## src/verilog/wdt_sleep_pkg.sv

```systemverilog
// Constants, states and carrier types shared by the watchdog and sleep controller.
package wdt_sleep_pkg;
	localparam int ADDR_W = 16;
	localparam int PC_W = 13;
	localparam int IRQ_W = 8;
	localparam logic [ADDR_W-1:0] IDX_STATUS = 16'h0003;
	localparam logic [ADDR_W-1:0] IDX_CAUSE = 16'h0004;
	localparam logic [ADDR_W-1:0] IDX_OPTION = 16'h0081;
	localparam logic [ADDR_W-1:0] IDX_CONFIG = 16'h2007;
	localparam int OPT_PSA_BIT = 3;
	localparam int OPT_RATIO_LSB = 0;
	localparam int RATIO_W = 3;
	localparam int CFG_WATCHDOG_FUSE_ENABLE_BIT = 2;
	localparam int STAT_PD_BIT = 3;
	localparam int STAT_TO_BIT = 4;
	localparam logic [7:0] OPTION_RESET = 8'hff;
	localparam logic [7:0] CONFIG_RESET = 8'h00;
	localparam logic [PC_W-1:0] IRQ_VECTOR = 13'h0004;
	localparam int CLK_MHZ = 100;
	localparam int WDT_PERIOD_MS = 18;
	localparam int WDT_RESET_NS = 100;
	localparam int WDT_RESET_CYCLES = (WDT_RESET_NS * CLK_MHZ + 999) / 1000;
	localparam logic [1:0] RESP_OKAY = 2'h0;
	localparam logic [1:0] RESP_SLVERR = 2'h2;
	localparam logic [2:0] CAUSE_POWER_UP = 3'h0;
	localparam logic [2:0] CAUSE_WDT_RESET = 3'h1;
	localparam logic [2:0] CAUSE_WDT_WAKE = 3'h2;
	localparam logic [2:0] CAUSE_IRQ_WAKE = 3'h3;
	localparam logic [2:0] CAUSE_MASTER_RESET = 3'h4;

	typedef enum logic [3:0] {
		ST_RUN = 4'b0001,
		ST_SLEEP = 4'b0010,
		ST_WAKE = 4'b0100,
		ST_VECTOR = 4'b1000
	} state_t;

	typedef struct packed {
		logic kick;
		logic sleep;
		logic globalIrqEnable;
	} core_cmd_t;

	typedef struct packed {
		logic prefetchNext;
		logic resumeExec;
		logic clearGie;
		logic pushReturn;
		logic loadVector;
	} core_ctl_t;

	function automatic logic [ADDR_W-1:0] regByteAddr(input logic [ADDR_W-1:0] idx);
		regByteAddr = {idx[ADDR_W-3:0], 2'b00};
	endfunction : regByteAddr
endpackage : wdt_sleep_pkg

```

## src/verilog/wdt_counter.sv

```systemverilog
// Watchdog prescaler and period counter stepped by the watchdog oscillator ticks.
`timescale 1ns/10ps
module wdt_counter
	import wdt_sleep_pkg::*;
#(
	parameter int BASE_TICKS = 18000
) (
	input wire logic clk_sys,
	input wire logic reset_n,
	input wire logic oscTick,
	input wire logic clearCount,
	input wire logic enable,
	input wire logic prescalerAssigned,
	input wire logic [RATIO_W-1:0] ratio,
	output logic expired
);
	localparam int CNT_W = $clog2(BASE_TICKS + 1);
	localparam logic [CNT_W-1:0] LAST = CNT_W'(BASE_TICKS - 1);

	logic [6:0] preCount;
	logic [CNT_W-1:0] baseCount;
	logic preDone;
	logic [6:0] preLast;

	assign preLast = 7'(({7'h00, 1'b1} << ratio) - 8'h01);
	assign preDone = !prescalerAssigned || (preCount == preLast);

	// The prescaler is shared with another timer, so a watchdog clear touches it only when it is assigned here.
	always_ff @(posedge clk_sys or negedge reset_n) begin
		if (!reset_n) begin
			preCount <= 7'h00;
		end else if (clearCount && prescalerAssigned) begin
			preCount <= 7'h00;
		end else if (enable && oscTick && prescalerAssigned) begin
			preCount <= preDone ? 7'h00 : preCount + 7'h01;
		end
	end

	always_ff @(posedge clk_sys or negedge reset_n) begin
		if (!reset_n) begin
			baseCount <= '0;
			expired <= 1'b0;
		end else begin
			expired <= 1'b0;
			if (clearCount || !enable) begin
				baseCount <= '0;
			end else if (oscTick && preDone) begin
				baseCount <= (baseCount == LAST) ? '0 : baseCount + CNT_W'(1);
				expired <= (baseCount == LAST);
			end
		end
	end

	AST_CLEAR_ZEROES: assert property (@(posedge clk_sys) disable iff (!reset_n)
		clearCount |=> baseCount == '0 && !expired)
		else $error("Watchdog clear did not zero the counter.");
	AST_NO_EXPIRY_DISABLED: assert property (@(posedge clk_sys) disable iff (!reset_n)
		!enable |=> !expired)
		else $error("Disabled watchdog expired.");
endmodule : wdt_counter

```

## src/verilog/wdt_sleep_ctrl.sv

```systemverilog
// Watchdog timer and power-down controller with its AXI4-Lite register port.
//
// Summary of operation
// - Watchdog counts ticks of its own free-running oscillator, also during sleep.
// - Watchdog expiry in normal operation issues a watchdog-classified device reset.
// - Watchdog expiry during sleep wakes the device and execution continues.
// - Configuration fuse bit disables the watchdog when clear, enables when set.
// - Unscaled watchdog period is nominally eighteen milliseconds of its oscillator.
// - Option register assigns the shared prescaler and selects ratio up to 1:128.
// - Kick or sleep clears the watchdog, and the prescaler when assigned.
// - Clearing zeroes the prescaler count only; assignment and ratio stay.
// - A watchdog expiry clears the timeout flag in every state but the wake state.
// - Entering sleep clears power-down flag, sets timeout flag, stops oscillator driver.
// - During sleep all pins hold their previous drive state.
// - Master reset, watchdog or enabled interrupt ends sleep; only master reset resets.
// - Power-down flag is set at power-up and cleared only by sleep.
// - An interrupt wakes only with its own enable set, regardless of global enable.
// - After interrupt wake, run next instruction, then vector if global enable set.
// - Sleep prefetches the following instruction for execution on wake.
// - Sleep with an enabled interrupt already pending acts as a no-op.
// - Interrupt during or after sleep completes the sleep, then wakes at once.
// - Only sources running without core clocks may wake the device from sleep.
// - Interrupt response clears global enable, pushes return address, loads the vector.
`timescale 1ns/10ps
module wdt_sleep_ctrl
	import wdt_sleep_pkg::*;
#(
	parameter int WDT_OSC_KHZ = 1000,
	parameter int WDT_BASE_TICKS = WDT_PERIOD_MS * WDT_OSC_KHZ,
	parameter logic [IRQ_W-1:0] WAKE_CAPABLE = 8'hff
) (
	input wire logic clk_sys,
	input wire logic reset_n,
	input wire logic [ADDR_W-1:0] s_axi_awaddr,
	input wire logic s_axi_awvalid,
	output logic s_axi_awready,
	input wire logic [31:0] s_axi_wdata,
	input wire logic [3:0] s_axi_wstrb,
	input wire logic s_axi_wvalid,
	output logic s_axi_wready,
	output logic [1:0] s_axi_bresp,
	output logic s_axi_bvalid,
	input wire logic s_axi_bready,
	input wire logic [ADDR_W-1:0] s_axi_araddr,
	input wire logic s_axi_arvalid,
	output logic s_axi_arready,
	output logic [31:0] s_axi_rdata,
	output logic [1:0] s_axi_rresp,
	output logic s_axi_rvalid,
	input wire logic s_axi_rready,
	input wire logic wdtOscPin,
	input wire logic master_reset_pin_n,
	input wire logic [7:0] configWordPin,
	input wire core_cmd_t coreCmd,
	input wire logic [IRQ_W-1:0] irqEnable,
	input wire logic [IRQ_W-1:0] irqFlag,
	output core_ctl_t coreCtl,
	output logic [PC_W-1:0] vectorAddr,
	output logic wdtResetOut,
	output logic masterResetOut,
	output logic oscDriverOn,
	output logic ioHold
);
	////////////////////////////////////////////////////////////////////////////////
	state_t state;
	logic [2:0] oscSync;
	logic [2:0] mclrSync;
	logic oscLevel;
	logic oscTick;
	logic mclrActive;
	logic wdtExpired;
	logic [7:0] optionReg;
	logic [7:0] configReg;
	logic configLoaded;
	logic watchdogFuse;
	logic statusTo;
	logic statusPd;
	logic [2:0] resetCause;
	logic [7:0] resetHold;
	logic irqPending;
	logic wakeIrq;
	logic sleepEnter;
	logic sleepNop;
	logic wdtClear;
	logic wakeByIrq;

	assign watchdogFuse = configReg[CFG_WATCHDOG_FUSE_ENABLE_BIT];
	assign irqPending = |(irqEnable & irqFlag);
	assign wakeIrq = |(irqEnable & irqFlag & WAKE_CAPABLE);
	assign sleepEnter = state == ST_RUN && coreCmd.sleep && !irqPending && !mclrActive && !wdtResetOut && !wdtExpired;
	assign sleepNop = state == ST_RUN && coreCmd.sleep && irqPending;
	assign wdtClear = (state == ST_RUN && coreCmd.kick) || sleepEnter || wdtResetOut || mclrActive;

	////////////////////////////////////////////////////////////////////////////////
	// Pin inputs take three stages; a change counts once the last two agree, so the first is never decoded.
	always_ff @(posedge clk_sys or negedge reset_n) begin
		if (!reset_n) begin
			oscSync <= 3'h0;
			mclrSync <= 3'h7;
			oscLevel <= 1'b0;
			mclrActive <= 1'b0;
		end else begin
			oscSync <= {oscSync[1:0], wdtOscPin};
			mclrSync <= {mclrSync[1:0], master_reset_pin_n};
			if (oscSync[1] == oscSync[2]) begin
				oscLevel <= oscSync[2];
			end
			if (mclrSync[1] == mclrSync[2]) begin
				mclrActive <= !mclrSync[2];
			end
		end
	end

	assign oscTick = (oscSync[1] == oscSync[2]) && oscSync[2] && !oscLevel;

	wdt_counter #(
		.BASE_TICKS(WDT_BASE_TICKS)
	) u_wdt_counter (
		.clk_sys(clk_sys),
		.reset_n(reset_n),
		.oscTick(oscTick),
		.clearCount(wdtClear),
		.enable(watchdogFuse),
		.prescalerAssigned(optionReg[OPT_PSA_BIT]),
		.ratio(optionReg[OPT_RATIO_LSB +: RATIO_W]),
		.expired(wdtExpired)
	);

	////////////////////////////////////////////////////////////////////////////////
	// The fuse word is caught after reset release, never through the asynchronous reset.
	always_ff @(posedge clk_sys or negedge reset_n) begin
		if (!reset_n) begin
			configReg <= CONFIG_RESET;
			configLoaded <= 1'b0;
		end else if (!configLoaded) begin
			configReg <= configWordPin;
			configLoaded <= 1'b1;
		end
	end

	// Expiry outranks a kick in the same cycle so a late kick cannot hide a time-out.
	always_ff @(posedge clk_sys or negedge reset_n) begin
		if (!reset_n) begin
			statusTo <= 1'b1;
			statusPd <= 1'b1;
		end else if (wdtExpired && state != ST_WAKE) begin
			statusTo <= 1'b0;
		end else if (sleepEnter) begin
			statusTo <= 1'b1;
			statusPd <= 1'b0;
		end else if (state == ST_RUN && coreCmd.kick) begin
			statusTo <= 1'b1;
			statusPd <= 1'b1;
		end
	end

	always_ff @(posedge clk_sys or negedge reset_n) begin
		if (!reset_n) begin
			resetHold <= 8'h00;
			wdtResetOut <= 1'b0;
			masterResetOut <= 1'b0;
		end else begin
			masterResetOut <= mclrActive;
			if (wdtExpired && state == ST_RUN && !mclrActive) begin
				resetHold <= 8'(WDT_RESET_CYCLES - 1);
				wdtResetOut <= 1'b1;
			end else if (resetHold != 8'h00) begin
				resetHold <= resetHold - 8'h01;
			end else begin
				wdtResetOut <= 1'b0;
			end
		end
	end

	////////////////////////////////////////////////////////////////////////////////
	always_ff @(posedge clk_sys or negedge reset_n) begin
		if (!reset_n) begin
			state <= ST_RUN;
			wakeByIrq <= 1'b0;
			resetCause <= CAUSE_POWER_UP;
		end else if (mclrActive) begin
			state <= ST_RUN;
			resetCause <= CAUSE_MASTER_RESET;
		end else begin
			case (state)
				ST_RUN: begin
					if (wdtExpired) begin
						resetCause <= CAUSE_WDT_RESET;
					end else if (sleepEnter) begin
						state <= ST_SLEEP;
					end else if (coreCmd.globalIrqEnable && irqPending && !wdtResetOut) begin
						state <= ST_VECTOR;
					end
				end
				ST_SLEEP: begin
					if (wdtExpired) begin
						state <= ST_WAKE;
						wakeByIrq <= 1'b0;
						resetCause <= CAUSE_WDT_WAKE;
					end else if (wakeIrq) begin
						state <= ST_WAKE;
						wakeByIrq <= 1'b1;
						resetCause <= CAUSE_IRQ_WAKE;
					end
				end
				ST_WAKE: begin
					state <= (wakeByIrq && coreCmd.globalIrqEnable) ? ST_VECTOR : ST_RUN;
				end
				ST_VECTOR: begin
					state <= ST_RUN;
				end
				default: begin
					state <= ST_RUN;
				end
			endcase
		end
	end

	always_ff @(posedge clk_sys or negedge reset_n) begin
		if (!reset_n) begin
			coreCtl <= '0;
			vectorAddr <= '0;
			oscDriverOn <= 1'b1;
			ioHold <= 1'b0;
		end else begin
			coreCtl.prefetchNext <= sleepEnter || sleepNop;
			coreCtl.resumeExec <= state == ST_WAKE && !mclrActive;
			coreCtl.clearGie <= state == ST_VECTOR && !mclrActive;
			coreCtl.pushReturn <= state == ST_VECTOR && !mclrActive;
			coreCtl.loadVector <= state == ST_VECTOR && !mclrActive;
			vectorAddr <= (state == ST_VECTOR) ? IRQ_VECTOR : '0;
			if (sleepEnter) begin
				oscDriverOn <= 1'b0;
				ioHold <= 1'b1;
			end else if (state != ST_RUN || mclrActive) begin
				oscDriverOn <= !(state == ST_SLEEP && !wdtExpired && !wakeIrq && !mclrActive);
				ioHold <= state == ST_SLEEP && !wdtExpired && !wakeIrq && !mclrActive;
			end
		end
	end

	////////////////////////////////////////////////////////////////////////////////
	// One write and one read are served at a time; address and data may arrive in either order.
	logic awHeld;
	logic wHeld;
	logic [ADDR_W-1:0] awAddr;
	logic [31:0] wData;
	logic [3:0] wStrb;

	always_ff @(posedge clk_sys or negedge reset_n) begin
		if (!reset_n) begin
			awHeld <= 1'b0;
			wHeld <= 1'b0;
			awAddr <= '0;
			wData <= '0;
			wStrb <= 4'h0;
			s_axi_awready <= 1'b1;
			s_axi_wready <= 1'b1;
			s_axi_bvalid <= 1'b0;
			s_axi_bresp <= RESP_OKAY;
			optionReg <= OPTION_RESET;
		end else begin
			if (s_axi_awvalid && s_axi_awready) begin
				awHeld <= 1'b1;
				awAddr <= s_axi_awaddr;
				s_axi_awready <= 1'b0;
			end
			if (s_axi_wvalid && s_axi_wready) begin
				wHeld <= 1'b1;
				wData <= s_axi_wdata;
				wStrb <= s_axi_wstrb;
				s_axi_wready <= 1'b0;
			end
			if (awHeld && wHeld && !s_axi_bvalid) begin
				s_axi_bvalid <= 1'b1;
				s_axi_bresp <= RESP_SLVERR;
				if (awAddr == regByteAddr(IDX_OPTION)) begin
					s_axi_bresp <= RESP_OKAY;
					if (wStrb[0]) begin
						optionReg <= wData[7:0];
					end
				end else if (awAddr == regByteAddr(IDX_CONFIG) || awAddr == regByteAddr(IDX_STATUS)
					|| awAddr == regByteAddr(IDX_CAUSE)) begin
					s_axi_bresp <= RESP_OKAY;
				end
			end
			if (s_axi_bvalid && s_axi_bready) begin
				s_axi_bvalid <= 1'b0;
				awHeld <= 1'b0;
				wHeld <= 1'b0;
				s_axi_awready <= 1'b1;
				s_axi_wready <= 1'b1;
			end
			if (wdtResetOut || mclrActive) begin
				optionReg <= OPTION_RESET;
			end
		end
	end

	always_ff @(posedge clk_sys or negedge reset_n) begin
		if (!reset_n) begin
			s_axi_arready <= 1'b1;
			s_axi_rvalid <= 1'b0;
			s_axi_rdata <= '0;
			s_axi_rresp <= RESP_OKAY;
		end else if (s_axi_arvalid && s_axi_arready) begin
			s_axi_arready <= 1'b0;
			s_axi_rvalid <= 1'b1;
			s_axi_rresp <= RESP_OKAY;
			if (s_axi_araddr == regByteAddr(IDX_OPTION)) begin
				s_axi_rdata <= {24'h000000, optionReg};
			end else if (s_axi_araddr == regByteAddr(IDX_CONFIG)) begin
				s_axi_rdata <= {24'h000000, configReg};
			end else if (s_axi_araddr == regByteAddr(IDX_STATUS)) begin
				s_axi_rdata <= '0;
				s_axi_rdata[STAT_TO_BIT] <= statusTo;
				s_axi_rdata[STAT_PD_BIT] <= statusPd;
			end else if (s_axi_araddr == regByteAddr(IDX_CAUSE)) begin
				s_axi_rdata <= {29'h00000000, resetCause};
			end else begin
				s_axi_rdata <= '0;
				s_axi_rresp <= RESP_SLVERR;
			end
		end else if (s_axi_rvalid && s_axi_rready) begin
			s_axi_rvalid <= 1'b0;
			s_axi_arready <= 1'b1;
		end
	end

	////////////////////////////////////////////////////////////////////////////////
	AST_SLEEP_FLAGS: assert property (@(posedge clk_sys) disable iff (!reset_n)
		sleepEnter && !wdtExpired |=> !statusPd && statusTo && !oscDriverOn && state == ST_SLEEP)
		else $error("Sleep entry did not update flags and oscillator.");
	AST_SLEEP_NOP: assert property (@(posedge clk_sys) disable iff (!reset_n)
		sleepNop && !wdtExpired && !mclrActive |=> state != ST_SLEEP && $stable(statusPd) && $stable(statusTo))
		else $error("Sleep with pending interrupt was not a no-op.");
	AST_WDT_RESET: assert property (@(posedge clk_sys) disable iff (!reset_n)
		state == ST_RUN && wdtExpired && !mclrActive |=> wdtResetOut && !statusTo && resetCause == CAUSE_WDT_RESET)
		else $error("Watchdog expiry in run did not reset.");
	AST_WDT_WAKE: assert property (@(posedge clk_sys) disable iff (!reset_n)
		state == ST_SLEEP && wdtExpired && !mclrActive |=> state == ST_WAKE && !statusTo ##1 coreCtl.resumeExec)
		else $error("Watchdog expiry in sleep did not wake.");
	AST_IRQ_WAKE: assert property (@(posedge clk_sys) disable iff (!reset_n)
		state == ST_SLEEP && wakeIrq && !wdtExpired && !mclrActive |=> state == ST_WAKE ##1 coreCtl.resumeExec)
		else $error("Enabled interrupt did not wake.");
	AST_VECTOR_AFTER_WAKE: assert property (@(posedge clk_sys) disable iff (!reset_n)
		state == ST_WAKE && wakeByIrq && coreCmd.globalIrqEnable && !mclrActive
		|=> ##1 coreCtl.loadVector && coreCtl.clearGie && vectorAddr == IRQ_VECTOR)
		else $error("Interrupt wake with global enable did not vector.");
	AST_IO_HOLD: assert property (@(posedge clk_sys) disable iff (!reset_n)
		state == ST_SLEEP && $past(state) == ST_SLEEP |-> ioHold && !oscDriverOn)
		else $error("Pins not held during sleep.");
	AST_FUSE_OFF: assert property (@(posedge clk_sys) disable iff (!reset_n)
		configLoaded && !watchdogFuse |-> ##1 !wdtResetOut)
		else $error("Watchdog acted while fused off.");
	AST_MASTER_RESET: assert property (@(posedge clk_sys) disable iff (!reset_n)
		mclrActive |=> state == ST_RUN && masterResetOut && $stable(statusPd))
		else $error("Master reset not handled.");
endmodule : wdt_sleep_ctrl

```

## config.mk

```make
export PLATFORM = sky130hd
export DESIGN_NAME = wdt_sleep_ctrl
export DESIGN_NICKNAME = d
export VERILOG_FILES = /design/src/verilog/wdt_sleep_pkg.sv /design/src/verilog/wdt_counter.sv /design/src/verilog/wdt_sleep_ctrl.sv
export SDC_FILE = /design/constraint.sdc
export NUM_CORES = 1
export LEC_CHECK = 0
export ABC_AREA = 1
export BUFFER_PORTS_ARGS = -buffer_cell sky130_fd_sc_hd__buf_2
export CORE_AREA = 2 2 114 116
export CTS_CLUSTER_DIAMETER = 40
export DETAILED_ROUTE_END_ITERATION = 12
export DIE_AREA = 0 0 116 118
export GPL_ROUTABILITY_DRIVEN = 0
export PLACE_DENSITY = 0.79
export RECOVER_POWER = 100
export SKIP_LAST_GASP = 1
export SLEW_MARGIN = 20
export SYNTH_ARGS = -nofsm -noshare
export SYNTH_HDL_FRONTEND = slang
export SYNTH_SLANG_ARGS = --single-unit
```

## constraint.sdc

```tcl
create_clock -name clk_sys -period 1.95 [get_ports clk_sys]
set_input_delay 0.39 -clock clk_sys [delete_from_list [all_inputs] [get_ports clk_sys]]
set_output_delay 0.39 -clock clk_sys [all_outputs]
set_load 0.02 [all_outputs]
```

**Word level (Yosys, flattened, before mapping)**

Index checks and enable logic that the tools add are counted.

- Register bits after elaboration: 144
- Latch bits: 0
- Memory bits (writable): 0
- Bits in read-only memories: 0
- Input port bits: 104
- Output and inout port bits: 63
- Logic and storage cells: 205
- Memories kept: 0

- Add/subtract/negate cells: 4
- $mul: 0
- Div/mod/pow operators: 0
- $lt $le $gt $ge: 0
- Eq/ne operators: 23
- Shifts and indexed selects: 1
- Mux-type cells: 64
- Bitwise gates (word level): 3
- Reductions and logical operators: 73

Operators by type and width:

| kind | number |
|---|---|
| $mux W8 | 8 |
| $mux W15 | 3 |
| $eq A16 B10 Y1 const B | 2 |
| $eq A16 B16 Y1 const B | 2 |
| $eq A16 B4 Y1 const B | 2 |
| $eq A16 B5 Y1 const B | 2 |
| $logic_and A1 B1 Y1 | 31 |
| $mux W1 | 28 |
| $mux W4 | 7 |
| $reduce_bool A2 Y1 | 13 |
| $mux W7 | 3 |
| $mux W3 | 6 |
| $add A15 B1 Y15 const B | 1 |
| $eq A15 B15 Y1 const B | 1 |
| $mux W2 | 6 |
| $ne A4 B3 Y1 const B | 3 |
| $pmux W4 S3 | 1 |
| $reduce_and A3 Y1 | 4 |
| $logic_not A1 Y1 | 10 |
| $logic_or A1 B1 Y1 | 10 |
| $and A8 B8 Y8 | 1 |
| $reduce_bool A8 Y1 | 1 |
| $reduce_or A8 Y1 | 1 |
| $sub A8 B1 Y8 const B | 1 |
| 18 further kinds | 21 |

**Logic depth before layout (Yosys ltp)**

Gate-level depths: netlist of run 1.

- Word-level depth: 12
- Depth in mapped cells: 13
- Gate-level depth less buffers: 11

**By module**

From an unflattened synthesis of run 1, not the netlist that was laid out.

- Cell total of the unflattened synthesis: 786
- Area, all modules: 6143.4 µm²

By module, submodules not included:

| module | instances | cells each | area each (µm²) | sequential area each (µm²) |
|---|---|---|---|---|
| wdt_sleep_ctrl | 1 | 535 | 4465.5 | 2349.8 |
| wdt_counter | 1 | 251 | 1677.9 | 575.6 |

**Worst setup path after synthesis of run 1**

OpenSTA, ideal clock, no wires.

- Kind: reg2reg
- Start point: register optionReg[1]
- End point: register u_wdt_counter.baseCount[7]
- Library setup time: 117 ps
- Arrival: 1520 ps
- Data required time: 1833 ps
- Path slack: 313 ps
- Cell stages (with the launch flop): 12
- Buffers on the path: 2
- Period minus slack after synthesis: 1637 ps
- Cells stage by stage: dfstp_2 -> buf_4 -> nand2_2 -> o21ai_1 -> inv_1 -> nor2_1 -> nand3_1 -> nand2_1 -> nand2_4 -> buf_2 -> nand3_1 -> nand2_1

- Word-level cells in the longest chain between the ends: 6

Ends and longest elaborated chain:

| element | line | RTL |
|---|---|---|
| start, declared | wdt_sleep_ctrl.sv:72 | `logic [7:0] optionReg;` |
| start signal, assigned | wdt_sleep_ctrl.sv:280 | `optionReg <= wData[7:0];` |
| $shl A1 B3 Y7 | wdt_counter.sv:25 | `assign preLast = 7'(({7'h00, 1'b1} << ratio) - 8'h01);` |
| $sub A7 B1 Y7 | wdt_counter.sv:25 |  |
| $eq A7 B7 Y1 | wdt_counter.sv:26 | `assign preDone = !prescalerAssigned \|\| (preCount == preLast);` |
| $logic_or A1 B1 Y1 | wdt_counter.sv:26 |  |
| $logic_and A1 B1 Y1 | wdt_counter.sv:47 | `end else if (oscTick && preDone) begin` |
| $reduce_bool A2 Y1 (no line) | - |  |
| end signal, assigned | wdt_counter.sv:48 | `baseCount <= (baseCount == LAST) ? '0 : baseCount + CNT_W'(1);` |
| end, declared | wdt_counter.sv:21 | `logic [CNT_W-1:0] baseCount;` |

Every way passes these cells.
A chain may end at the register's enable or synchronous reset.

**Worst setup path in the final report of run 1**

- Start point: register optionReg[1]
- End point: register u_wdt_counter.baseCount[9]

Same word-level chain as after synthesis.

==> summary.txt, run 1 <==
CTS
  – CTS Buf Count: 17
  – Sink Count: 116
  – Bufs on Longest Clock Path: 2
  – H-tree depth: 4
  – Reg clk slew, reported paths: 0.06 ns
  – Worst skew pair latency: 0.41 ns
  – Setup bufs post-CTS: 0
  – Root Buffer: clkbuf_16
  – CTS tree: yes

Final layout
  – Ant diodes: 0
  – # fillers: 1,141
  – NumNets Final: 1,005
  – Register Area: 2930 um2
  – Multi-input logic area: 2650 um2
  – Layout cells sized above 1: 16.4%
  – Synth-to-Final Area Change: 18.5%

Synthesis
  – Syn_area_per_cell: 7.88 um2
  – Synthesis-stage register bit count: 116
  – YS warnings: 0
  – Predominant post-synthesis flop cell: dfrtp_1
  – Post-synth EDFFs: 0
  – Post-synthesis sequential area ratio: 47.7%
  – Async SR Flop Fraction: 100%
  – Post-synthesis cell count: 779
  – Synth Area in Adders: 1.02%
  – Syn Std Cell Area: 6130 um2
  – Multiplexer area fraction after synthesis: 0.918%
  – Post-Synth Simple-Gate Area: 31.8%
  – Library cells used by synthesis: 40
  – Post-synthesis compound-gate area fraction: 5.02%
  – Post-Synth XOR/XNOR Area: 1.86%
  – Largest family of logic cells by synthesized area: simple AND/OR/NAND/NOR gates

Hold path
  – Worst hold path type: primary input to register

Floorplanning
  – Die ar.: 13,700 um2
  – # IOs: 167
  – Core Rows: 41
  – Die X: 116 um
  – Core area: 12,400 um2
  – Die Ht: 118 um
  – Initial Utilization: 49.4%

Route
  – DRT Wirelength: 13,400 um
  – Final ANT Viol Nets: 0
  – Residual DRC: 0
  – Vias: 5,276
  – WL/cell: 12.4 um
  – DR pass1 iterations: 5
  – Vias per inst: 4.88
  – Iter 0 DRT Violations: 379

Critical path
  – Worst Setup End Kind: register
  – Crit-path leading delay family: simple AND/OR/NAND/NOR gates
  – CP Launch Type: register
  – Critical path buffer and inverter count: 1
  – Largest stage delay, worst path: 0.65 ns
  – Crit path max-delay cell type: dfstp_2
  – Cell Chain, Critical Path: nand2_2, o21ai_1, inv_1, nor2_1, nand3_1, nand2_2, nand2_2, nand3_1, nand2_1
  – Top cell by count, worst path: nand2_2
  – CP required: 2.25 ns
  – WP data arrival: 2.09 ns
  – Setup CP Type: register to register
  – CP max FO: 8

STA
  – Setup_tns: 0 ns
  – Slew HR: 57.8%
  – Max Slew Vio Count: 0
  – Count of final hold-check violations: 0
  – RSZ-0062 raised after global routing: false
  – Worst-Margin Slew: 0.633 ns
  – Fmax: 558 MHz
  – Fin Clk Skew: 0.00783 ns
  – Final setup vio count: 0
  – Period utilization: 91.9%
  – Min cycle time layout: 1.79 ns

GRT
  – Gr ovfl total: 0
  – Antenna violations before repair: 0
  – Gr usage total: 20.4%
  – First-pass GRT wire length: 22,400 um
  – Largest net degree at the start of global routing: 38
  – Vias in the first global route: 5,099

Power
  – Power consumption: 7430 uW
  – PwrDens: 1020 nW/um2
  – Worst VDD drop: 0.588 mV
  – P_leak: 0.00383 uW

Flow run
  – Max-cap viol count: 0

Run status
  – Status: finished clean

Placement
  – Buffers on Ports: 101
  – Detailed Place HPWL: 9360 um
## through the flow
step / cell area, um2 / util (%) / hold slack, ns / worst slack [ns] / cells
3_3_place_gp: 6720 / 54.1 / 0.329 / 0.172 / 1046
4_1_cts: 7330 / 59.0 / 0.0632 / 0.0767 / 1079
3_5_place_dp: 6720 / 54.1 / 0.330 / 0.130 / 1046
6_report: 7270 / 58.6 / 0.0761 / 0.157 / 1081
2_1_floorplan: 6270 / - / 0.0944 / 0.313 / 816
5_1_grt: 7270 / 58.6 / 0.0564 / 0.0223 / 1081
## metal layers
metal | track usage, % | vias to the layer above | wire [um]
li1 | - | 2651 | -
met1 | 26.5 | 2405 | 5730
met2 | 33.4 | 189 | 6500
met3 | 4.94 | 31 | 857
met4 | 6.70 | 0 | 268
met5 | 0 | - | 0
## cell usage in the layout, fill, tap and decap left out, types with 12 or more instances in the layout
cell type,count
clkbuf_16,17
nand4_1,17
o21ai_0,39
dfstp_2,13
buf_2,75
nor2_1,63
nand3_1,77
conb_1,39
nor3_1,21
xor2_1,12
clkbuf_1,28
nand2_1,240
dfrtp_1,98
inv_1,83
## power breakdown
group / switching [uW] / total, uW / internal [uW]
clock network: 1100 / 3090 / 1990
logic: 870 / 1280 / 412
registers: 237 / 3060 / 2820
total: 2210 / 7430 / 5220
## Yosys cell counts (2+ instances only)
| cell type | instances | share of area (%) |
|---|---|---|
| ha_1 | 5 | 1.0 |
| nand3b_1 | 7 | 0.86 |
| mux2_2 | 5 | 0.92 |
| inv_1 | 83 | 5.1 |
| dfrtp_1 | 98 | 40 |
| nand2_1 | 241 | 15 |
| buf_4 | 42 | 5.1 |
| buf_6 | 3 | 0.55 |
| conb_1 | 2 | 0.12 |
| dfstp_2 | 18 | 7.7 |
| nand4_1 | 17 | 1.7 |
| o31ai_1 | 2 | 0.24 |
| a21oi_1 | 10 | 0.82 |
| o21ai_0 | 39 | 3.2 |
| clkbuf_1 | 7 | 0.43 |
| xor2_1 | 12 | 1.7 |
| nand2_4 | 2 | 0.37 |
| nor2_2 | 4 | 0.41 |
| o211ai_1 | 2 | 0.24 |
| nor2_1 | 62 | 3.8 |
| nand3_1 | 76 | 6.2 |
| buf_2 | 3 | 0.24 |
| nor3_1 | 21 | 1.7 |
| nor3b_1 | 2 | 0.24 |
## logic make-up (layout without fill, tap and decap cells)
family / Yosys count / count (layout)
and+or+nand+nor: 441 / 443
buffers and inverters: 139 / 230
DFF: 116 / 116
AOI/OAI and AO/OA: 58 / 58
xor gates and xnor gates: 13 / 13
adders and majority gates: 5 / 5
muxes: 5 / 5
other: 2 / 39
## state kept, by name, summed over array words and instances (netlist names), 3 cells and up
signal and count:
optionReg 8, s_axi_rdata 8, state 4, u_wdt_counter.baseCount 15, awAddr 16, oscSync 3
u_wdt_counter.preCount 7, resetCause 3, configReg 8, resetHold 8, wData 8, mclrSync 3
coreCtl 3
## worst register-to-register path: cells and delay by family (launching register included)
| kind | cells | cell delay, ns |
|---|---|---|
| buffers and inverters | 1 | 0.05 |
| flip-flops | 1 | 0.65 |
| AND/OR/NAND/NOR | 7 | 0.85 |
| AO/OA/AOI/OAI | 1 | 0.13 |
## path summary, 6_finish.rpt
| check | startpoint | endpoint | slack (ns) | cells after the start |
|---|---|---|---|---|
| max | optionReg[1] | u_wdt_counter.baseCount[9] | 0.16 | 9 |
| min | master_reset_pin_n | mclrSync[0] | 0.08 | 1 |
| max reg2reg | optionReg[1] | u_wdt_counter.baseCount[9] | 0.16 | 9 |
| min reg2reg | mclrSync[0] | mclrSync[1] | 0.36 | 0 |
| max in group asynchronous | reset_n | optionReg[4] | 0.41 | 3 |
| min in group asynchronous | reset_n | awAddr[5] | 0.53 | 2 |
## area by class of cell
cell class	count	share of cell area, %
clock buffer	22	6.52
multi-input combinational	563	36.4
tap	172	2.96
sequential	116	40.2
timing repair buffer	114	7.81
inverter	84	4.37
clock inverter	10	1.69
## repair_timing
item,4_1_cts,5_1_grt
setup endpoints to repair,0,15
gates resized for setup,0,3
hold endpoints to repair,22,0
hold buffers,1,0
(Power assumes the default switching activity.)
==> run 2, diff against run 1 <==
Settings changed: CTS_BUF_LIST set to sky130_fd_sc_hd__clkbuf_8.
==> run 2 against run 1 <==
Via count fell by 0.95%. First-iteration DRC count fell by 5.3%. Worst hold slack got worse by 0.022 ns. Clock skew is 0.0037 ns higher. Global-route usage is 0.74 points lower. Combinational power about the same. Power down 12%. Final cell count grew 0.19%. Largest power group is now sequential cells.
==> summary.txt, run 2 (synthesis gave the netlist of run 1 again) <==
CTS
  – CTS tree: yes
  – H-tree depth: 4 (unchanged)
  – Worst skew pair latency: 0.43 ns (+0.02 ns)
  – Sink Count: 116 (unchanged)
  – Bufs on Longest Clock Path: 2 (unchanged)
  – Reg clk slew, reported paths: 0.07 ns (about the same)
  – CTS Buf Count: 17 (unchanged)
  – Root Buffer: clkbuf_8

STA
  – Fin Clk Skew: 0.0115 ns (+0.00367 ns)
  – Count of final hold-check violations: 0 (unchanged)
  – Hold_ws: 0.0540 ns (-0.0221 ns)
  – Max Slew Vio Count: 0 (unchanged)
  – Fmax: 558 MHz (about the same)
  – Period utilization: 91.9% (about the same)
  – Setup_tns: 0 ns (unchanged)
  – Min cycle time layout: 1.79 ns (-0.00133 ns)
  – Slew HR: 58.0% (+0.25 points)
  – RSZ-0062 raised after global routing: false
  – Worst-Margin Slew: 0.629 ns (-0.00370 ns)
  – Final setup vio count: 0 (unchanged)

Final layout
  – Fin area: 7090 um2 (-2.5%)
  – Synth-to-Final Area Change: 15.5%
  – NumNets Final: 1,007 (+0.20%)
  – Largest regs: awAddr (16), u_wdt_counter.baseCount (15)
  – Most frequent cells in the layout: nand2_1 (241), dfrtp_1 (98), inv_1 (85)
  – Max reg flops: 16 (unchanged)
  – Ant diodes: 0 (unchanged)
  – Commonest non-fill, non-tap cell in the layout: nand2_1
  – Layout cells sized above 1: 16.8% (+0.40 points)
  – # fillers: 1,164 (+2.0%)
  – Top reg by flops: awAddr
  – Cell Count, Final, Fillers Out: 1,083 (+0.19%)

Run status
  – Status: finished clean

GRT
  – Gr busiest metal: met2
  – M1 GR Usage: 25.8% (-0.74 points)
  – Vias in the first global route: 4,936 (-3.2%)
  – Gr ovfl total: 0 (unchanged)
  – Largest net degree at the start of global routing: 38 (unchanged)
  – First-pass GRT wire length: 21,700 um (-3.1%)
  – Gr usage total: 19.7% (-0.74 points)
  – Met2 GRT Util: 32.1% (-1.3 points)
  – Met3 global-route usage: 4.74% (-0.21 points)
  – Antenna violations before repair: 0 (unchanged)

Critical path
  – CP required: 2.31 ns (+0.06 ns)
  – Beginning of the critical path: state[0]
  – Worst reg-to-reg path cell count: 10 (+1)
  – Critical path buffer and inverter count: 2 (+1)
  – CP max FO: 16 (+8)
  – Crit-path leading delay family: simple AND/OR/NAND/NOR gates
  – Worst path depth: 10 (+1)
  – Worst Setup End Kind: register
  – Setup CP Type: register to register
  – R2r startpoint: state[0]
  – Largest stage delay, worst path: 0.55 ns (-0.10 ns)
  – Top cell by count, worst path: nand2_1
  – Reg-to-Reg End: u_wdt_counter.baseCount[8]
  – Crit path max-delay cell type: dfstp_2
  – R2R Setup Slk: 0.16 ns (about the same)
  – WP data arrival: 2.15 ns (+0.06 ns)
  – Cell Chain, Critical Path: inv_1, nor2_1, nand3_1, nor2_1, nand2_1, nand4_4, inv_4, nand2_4, nand2_1, nand2_1
  – CP Launch Type: register

Placement
  – Dpl cell area: 6720 um2 (unchanged)
  – Detailed Place HPWL: 9360 um (unchanged)
  – Dpl cells: 1,046 (unchanged)
  – Buffers on Ports: 101 (unchanged)

Power
  – Seq pwr share: 46.6% (+5.4 points)
  – Switching Fraction: 31.7% (+2.0 points)
  – Clk pwr share: 34.0% (-7.6 points)
  – Int Power: 4470 uW (-14%)
  – P_leak: 0.00376 uW (-1.7%)
  – Comb pwr share: 19.4% (+2.2 points)
  – Worst VDD drop: 0.625 mV (+6.4%)
  – Psw: 2080 uW (-6.0%)
  – Power consumption: 6550 uW (-12%)
  – PwrDens: 924 nW/um2 (-9.6%)

Route
  – Vias: 5,226 (-0.95%)
  – Vias per inst: 4.83 (-1.1%)
  – WL/cell: 11.8 um (-4.4%)
  – Residual DRC: 0 (unchanged)
  – Iter 0 DRT Violations: 359 (-5.3%)
  – DRT Wirelength: 12,800 um (-4.3%)
  – Final ANT Viol Nets: 0 (unchanged)
  – DR pass1 iterations: 6 (+1)

Floorplanning
  – Initial Utilization: 49.4% (unchanged)
  – Die X: 116 um (unchanged)
  – Core area: 12,400 um2 (unchanged)
  – # IOs: 167 (unchanged)
  – Die ar.: 13,700 um2 (unchanged)
  – Core Rows: 41 (unchanged)
  – Die Ht: 118 um (unchanged)

Hold path
  – Worst hold path type: primary input to register
  – Min-delay src: master_reset_pin_n
  – Hold Path Sink: mclrSync[0]
  – Hold path cells: 1 (unchanged)

Flow run
  – Max-cap viol count: 0 (unchanged)
## run 2: cell types whose count changed in the layout (fill, tap and decap cells not counted), moves of 2 or more
cell / delta
nand2_2: -3
clkbuf_16: -17
clkbuf_8: +17
buf_4: +3
clkbuf_1: -2
inv_1: +2
## run 2: area by class of cell
| class | instances | area (um2) | area share [%] |
|---|---|---|---|
| flip-flops and latches | 116 | 2930 | 41.3 |
| repair buffers | 118 | 596 | 8.40 |
| well taps | 172 | 215 | 3.04 |
| inverters | 84 | 318 | 4.48 |
| clock buffers | 20 | 275 | 3.88 |
| clock inverters | 12 | 130 | 1.84 |
| multi-input cells | 561 | 2630 | 37.1 |
## run 2: how the worst max path moves through the flow
stage	endpoint	slack, ns
2_1_floorplan	u_wdt_counter.baseCount[7]	0.31
3_3_place_gp	u_wdt_counter.baseCount[2]	0.17
3_5_place_dp	u_wdt_counter.baseCount[8]	0.13
4_1_cts	u_wdt_counter.baseCount[8]	0.12
5_1_grt	u_wdt_counter.baseCount[4]	0.02
6_report	u_wdt_counter.baseCount[8]	0.16
## run 2: layer usage
metal	vias up	part of all wire [%]	wire length [um]
met1	2384	45	5700
met3	20	5.8	746
met5	-	0	0
met4	0	1.7	220
met2	171	48	6130
li1	2651	-	-
## run 2: what timing repair did
action,4_1_cts,5_1_grt
resized for setup,0,1
hold buffers,1,0
hold endpoints to repair,22,0
endpoints found under the setup margin,0,15
buffers inserted,0,4
## run 2: worst reg2reg max path, stage by stage, from the launching register on
cell and delay (ns):
dfstp_2 0.55, inv_1 0.05, nor2_1 0.08, nand3_1 0.11, nor2_1 0.11, nand2_1 0.17, nand4_4 0.18, inv_4 0.12
nand2_4 0.20, nand2_1 0.09, nand2_1 0.06
## run 2: power groups by stage
stage | combinational (uW) | sequential [uW] | clock, uW
floorplan | 914 | 3140 | 0
global placement | 1300 | 3080 | 0
detailed placement | 1330 | 3090 | 0
CTS | 1340 | 3060 | 2270
global route | 1470 | 3100 | 2400
finish | 1270 | 3050 | 2220
## run 2: stage by stage
stage | setup slack [ns] | util (%)
4_1_cts | 0.116 | 57.5
2_1_floorplan | 0.313 | -
5_1_grt | 0.0154 | 57.1
3_5_place_dp | 0.130 | 54.1
3_3_place_gp | 0.172 | 54.1
6_report | 0.159 | 57.1
==> run 3, diff against run 2 <==
Settings changed: BUFFER_PORTS_ARGS -buffer_cell sky130_fd_sc_hd__buf_2 to -buffer_cell sky130_fd_sc_hd__buf_4, CELL_PAD_IN_SITES_DETAIL_PLACEMENT set to 1, CELL_PAD_IN_SITES_GLOBAL_PLACEMENT set to 2, CORE_AREA 2 2 114 116 to 2 2 144 146, DIE_AREA 0 0 116 118 to 0 0 146 148, PLACE_DENSITY 0.79 to 0.85.
==> run 3 against run 2 <==
Register-to-register slack got worse by 0.02 ns. Sequential power barely moved. Non-clock buffer count rose by 9. Setup slack got worse by 0.017 ns. Core utilization fell by 20 points.
==> summary.txt, run 3 (synthesis gave the netlist of run 1 again) <==
CTS
  – Sink Count: 116 (unchanged)
  – CTS tree: yes
  – Worst skew pair latency: 0.45 ns (+0.02 ns)
  – H-tree depth: 4 (unchanged)
  – Root Buffer: clkbuf_8
  – CTS Buf Count: 17 (unchanged)
  – Reg clk slew, reported paths: 0.07 ns (about the same)
  – Bufs on Longest Clock Path: 2 (unchanged)

Floorplanning
  – # IOs: 167 (unchanged)
  – Initial Utilization: 30.6% (-19 points)
  – Core area: 20,000 um2 (+61%)
  – Die Ht: 148 um (+25%)
  – Die ar.: 21,600 um2 (+58%)
  – Die X: 146 um (+26%)
  – Core Rows: 52 (+27%)

STA
  – Fin Clk Skew: 0.0162 ns (+0.00468 ns)
  – Period utilization: 92.7% (+0.87 points)
  – Count of final hold-check violations: 0 (unchanged)
  – RSZ-0062 raised after global routing: false
  – Setup_tns: 0 ns (unchanged)
  – Final setup vio count: 0 (unchanged)
  – Fmax: 553 MHz (-0.94%)
  – Worst-Margin Slew: 0.741 ns (+0.112 ns)
  – Max Slew Vio Count: 0 (unchanged)
  – Hold_ws: 0.0493 ns (-0.00473 ns)
  – Slew HR: 50.6% (-7.5 points)
  – Final WS setup: 0.142 ns (-0.0170 ns)
  – Min cycle time layout: 1.81 ns (+0.0170 ns)

Final layout
  – Top reg by flops: awAddr
  – Final Core Density: 37.4% (-20 points)
  – Layout cells sized above 1: 17.5% (+0.71 points)
  – NumNets Final: 1,016 (+0.89%)
  – Max reg flops: 16 (unchanged)
  – Synth-to-Final Area Change: 22.3%
  – Most frequent cells in the layout: nand2_1 (240), dfrtp_1 (98), buf_4 (90)
  – Largest regs: awAddr (16), u_wdt_counter.baseCount (15)
  – Fin area: 7500 um2 (+5.8%)
  – Ant diodes: 0 (unchanged)
  – Commonest non-fill, non-tap cell in the layout: nand2_1

Route
  – Final ANT Viol Nets: 0 (unchanged)
  – WL met2: 7470 um (+22%)
  – DRT Wirelength: 16,000 um (+25%)
  – DR WL met3: 596 um (-20%)
  – Residual DRC: 0 (unchanged)
  – Max layer used: met4
  – WL/cell: 13.4 um (+14%)
  – Vias: 5,280 (+1.0%)
  – Met1 WL: 7710 um (+35%)
  – DR pass1 iterations: 4 (-2)
  – Vias per inst: 4.44 (-8.1%)
  – Iter 0 DRT Violations: 175 (-51%)

Critical path
  – CP max FO: 10 (-6)
  – CP Launch Type: register
  – CP required: 2.29 ns (-0.02 ns)
  – WP data arrival: 2.15 ns (about the same)
  – Setup CP Type: register to register
  – Worst Setup End Kind: register
  – R2R Setup Slk: 0.14 ns (-0.02 ns)

Placement
  – Dpl ws: 0.110 ns (-0.0203 ns)
  – Detailed Place HPWL: 12,100 um (+29%)
  – Dpl cell area: 7170 um2 (+6.6%)
  – Buffers on Ports: 101 (unchanged)

GRT
  – Vias in the first global route: 5,475 (+11%)
  – First-pass GRT wire length: 27,500 um (+26%)
  – Largest net degree at the start of global routing: 36 (-5.3%)
  – Antenna violations before repair: 0 (unchanged)
  – Gr usage total: 15.8% (-3.9 points)
  – Gr ovfl total: 0 (unchanged)

Power
  – Worst VDD drop: 0.415 mV (-34%)
  – P_leak: 0.00389 uW (+3.6%)
  – PwrDens: 910 nW/um2 (-1.5%)

Hold path
  – Worst hold path type: primary input to register

Flow run
  – Max-cap viol count: 0 (unchanged)

Run status
  – Status: finished clean
## run 3: cell count changes in the layout (fill, tap and decap cells not counted), sizes merged
cell      before  now
clkinvlp       3    1
buf           86   92
inv           88   85
bufinv         2    3
clkinv         3    4
clkbuf        51   57
## run 3: area by class of cell
| cell class | count | area, um2 |
|---|---|---|
| fillers | 2508 | 12500 |
| flip-flops and latches | 116 | 2930 |
| multi-input cells | 561 | 2620 |
| repair buffers | 127 | 856 |
| well taps | 270 | 338 |
| inverters | 84 | 318 |
| clock buffers | 23 | 317 |
| clock inverters | 9 | 125 |
## run 3: worst paths after layout
path / start / to / depth (start not counted)
setup / recovery: optionReg[2] / u_wdt_counter.baseCount[8] / 11
hold / removal: master_reset_pin_n / mclrSync[0] / 1
setup reg to reg: optionReg[2] / u_wdt_counter.baseCount[8] / 11
hold reg to reg: oscSync[0] / oscSync[1] / 0
max in group asynchronous: reset_n / wData[6] / 3
min in group asynchronous: reset_n / u_wdt_counter.baseCount[3] / 2
## run 3: report_power, final
part	internal, uW	switching, uW
clock	1460	980
sequential	2820	227
combinational	460	882
total	4740	2090
## run 3: routing by layer
metal  global-route usage (%)  vias up
met5                        0        -
met4                     4.66        0
met3                     4.20       14
met2                     25.8       75
met1                     20.7     2521
li1                         -     2670
## run 3: critical path, stage by stage (launching register included)
cell and delay, ns:
dfstp_2 0.62, buf_4 0.15, nor2_4 0.04, nand3_1 0.06, nand2_1 0.05, nor2_1 0.10, nand3_1 0.13, nand2_2 0.12
nand2_4 0.13, buf_12 0.17, nand3_1 0.07, nand2_1 0.05
## run 3: what timing repair did
action,in CTS,in global routing
resized for setup,0,4
setup buffers,0,5
endpoints found under the hold margin,17,0
hold buffers,1,0
endpoints found under the setup margin,0,16
## run 3: stage by stage
stage / std cells / total power (uW)
after floorplan: 816 / 4050
after global placement: 1152 / 4540
after detailed placement: 1152 / 4580
after CTS: 1185 / 7090
after global routing: 1190 / 7320
final: 1190 / 6830
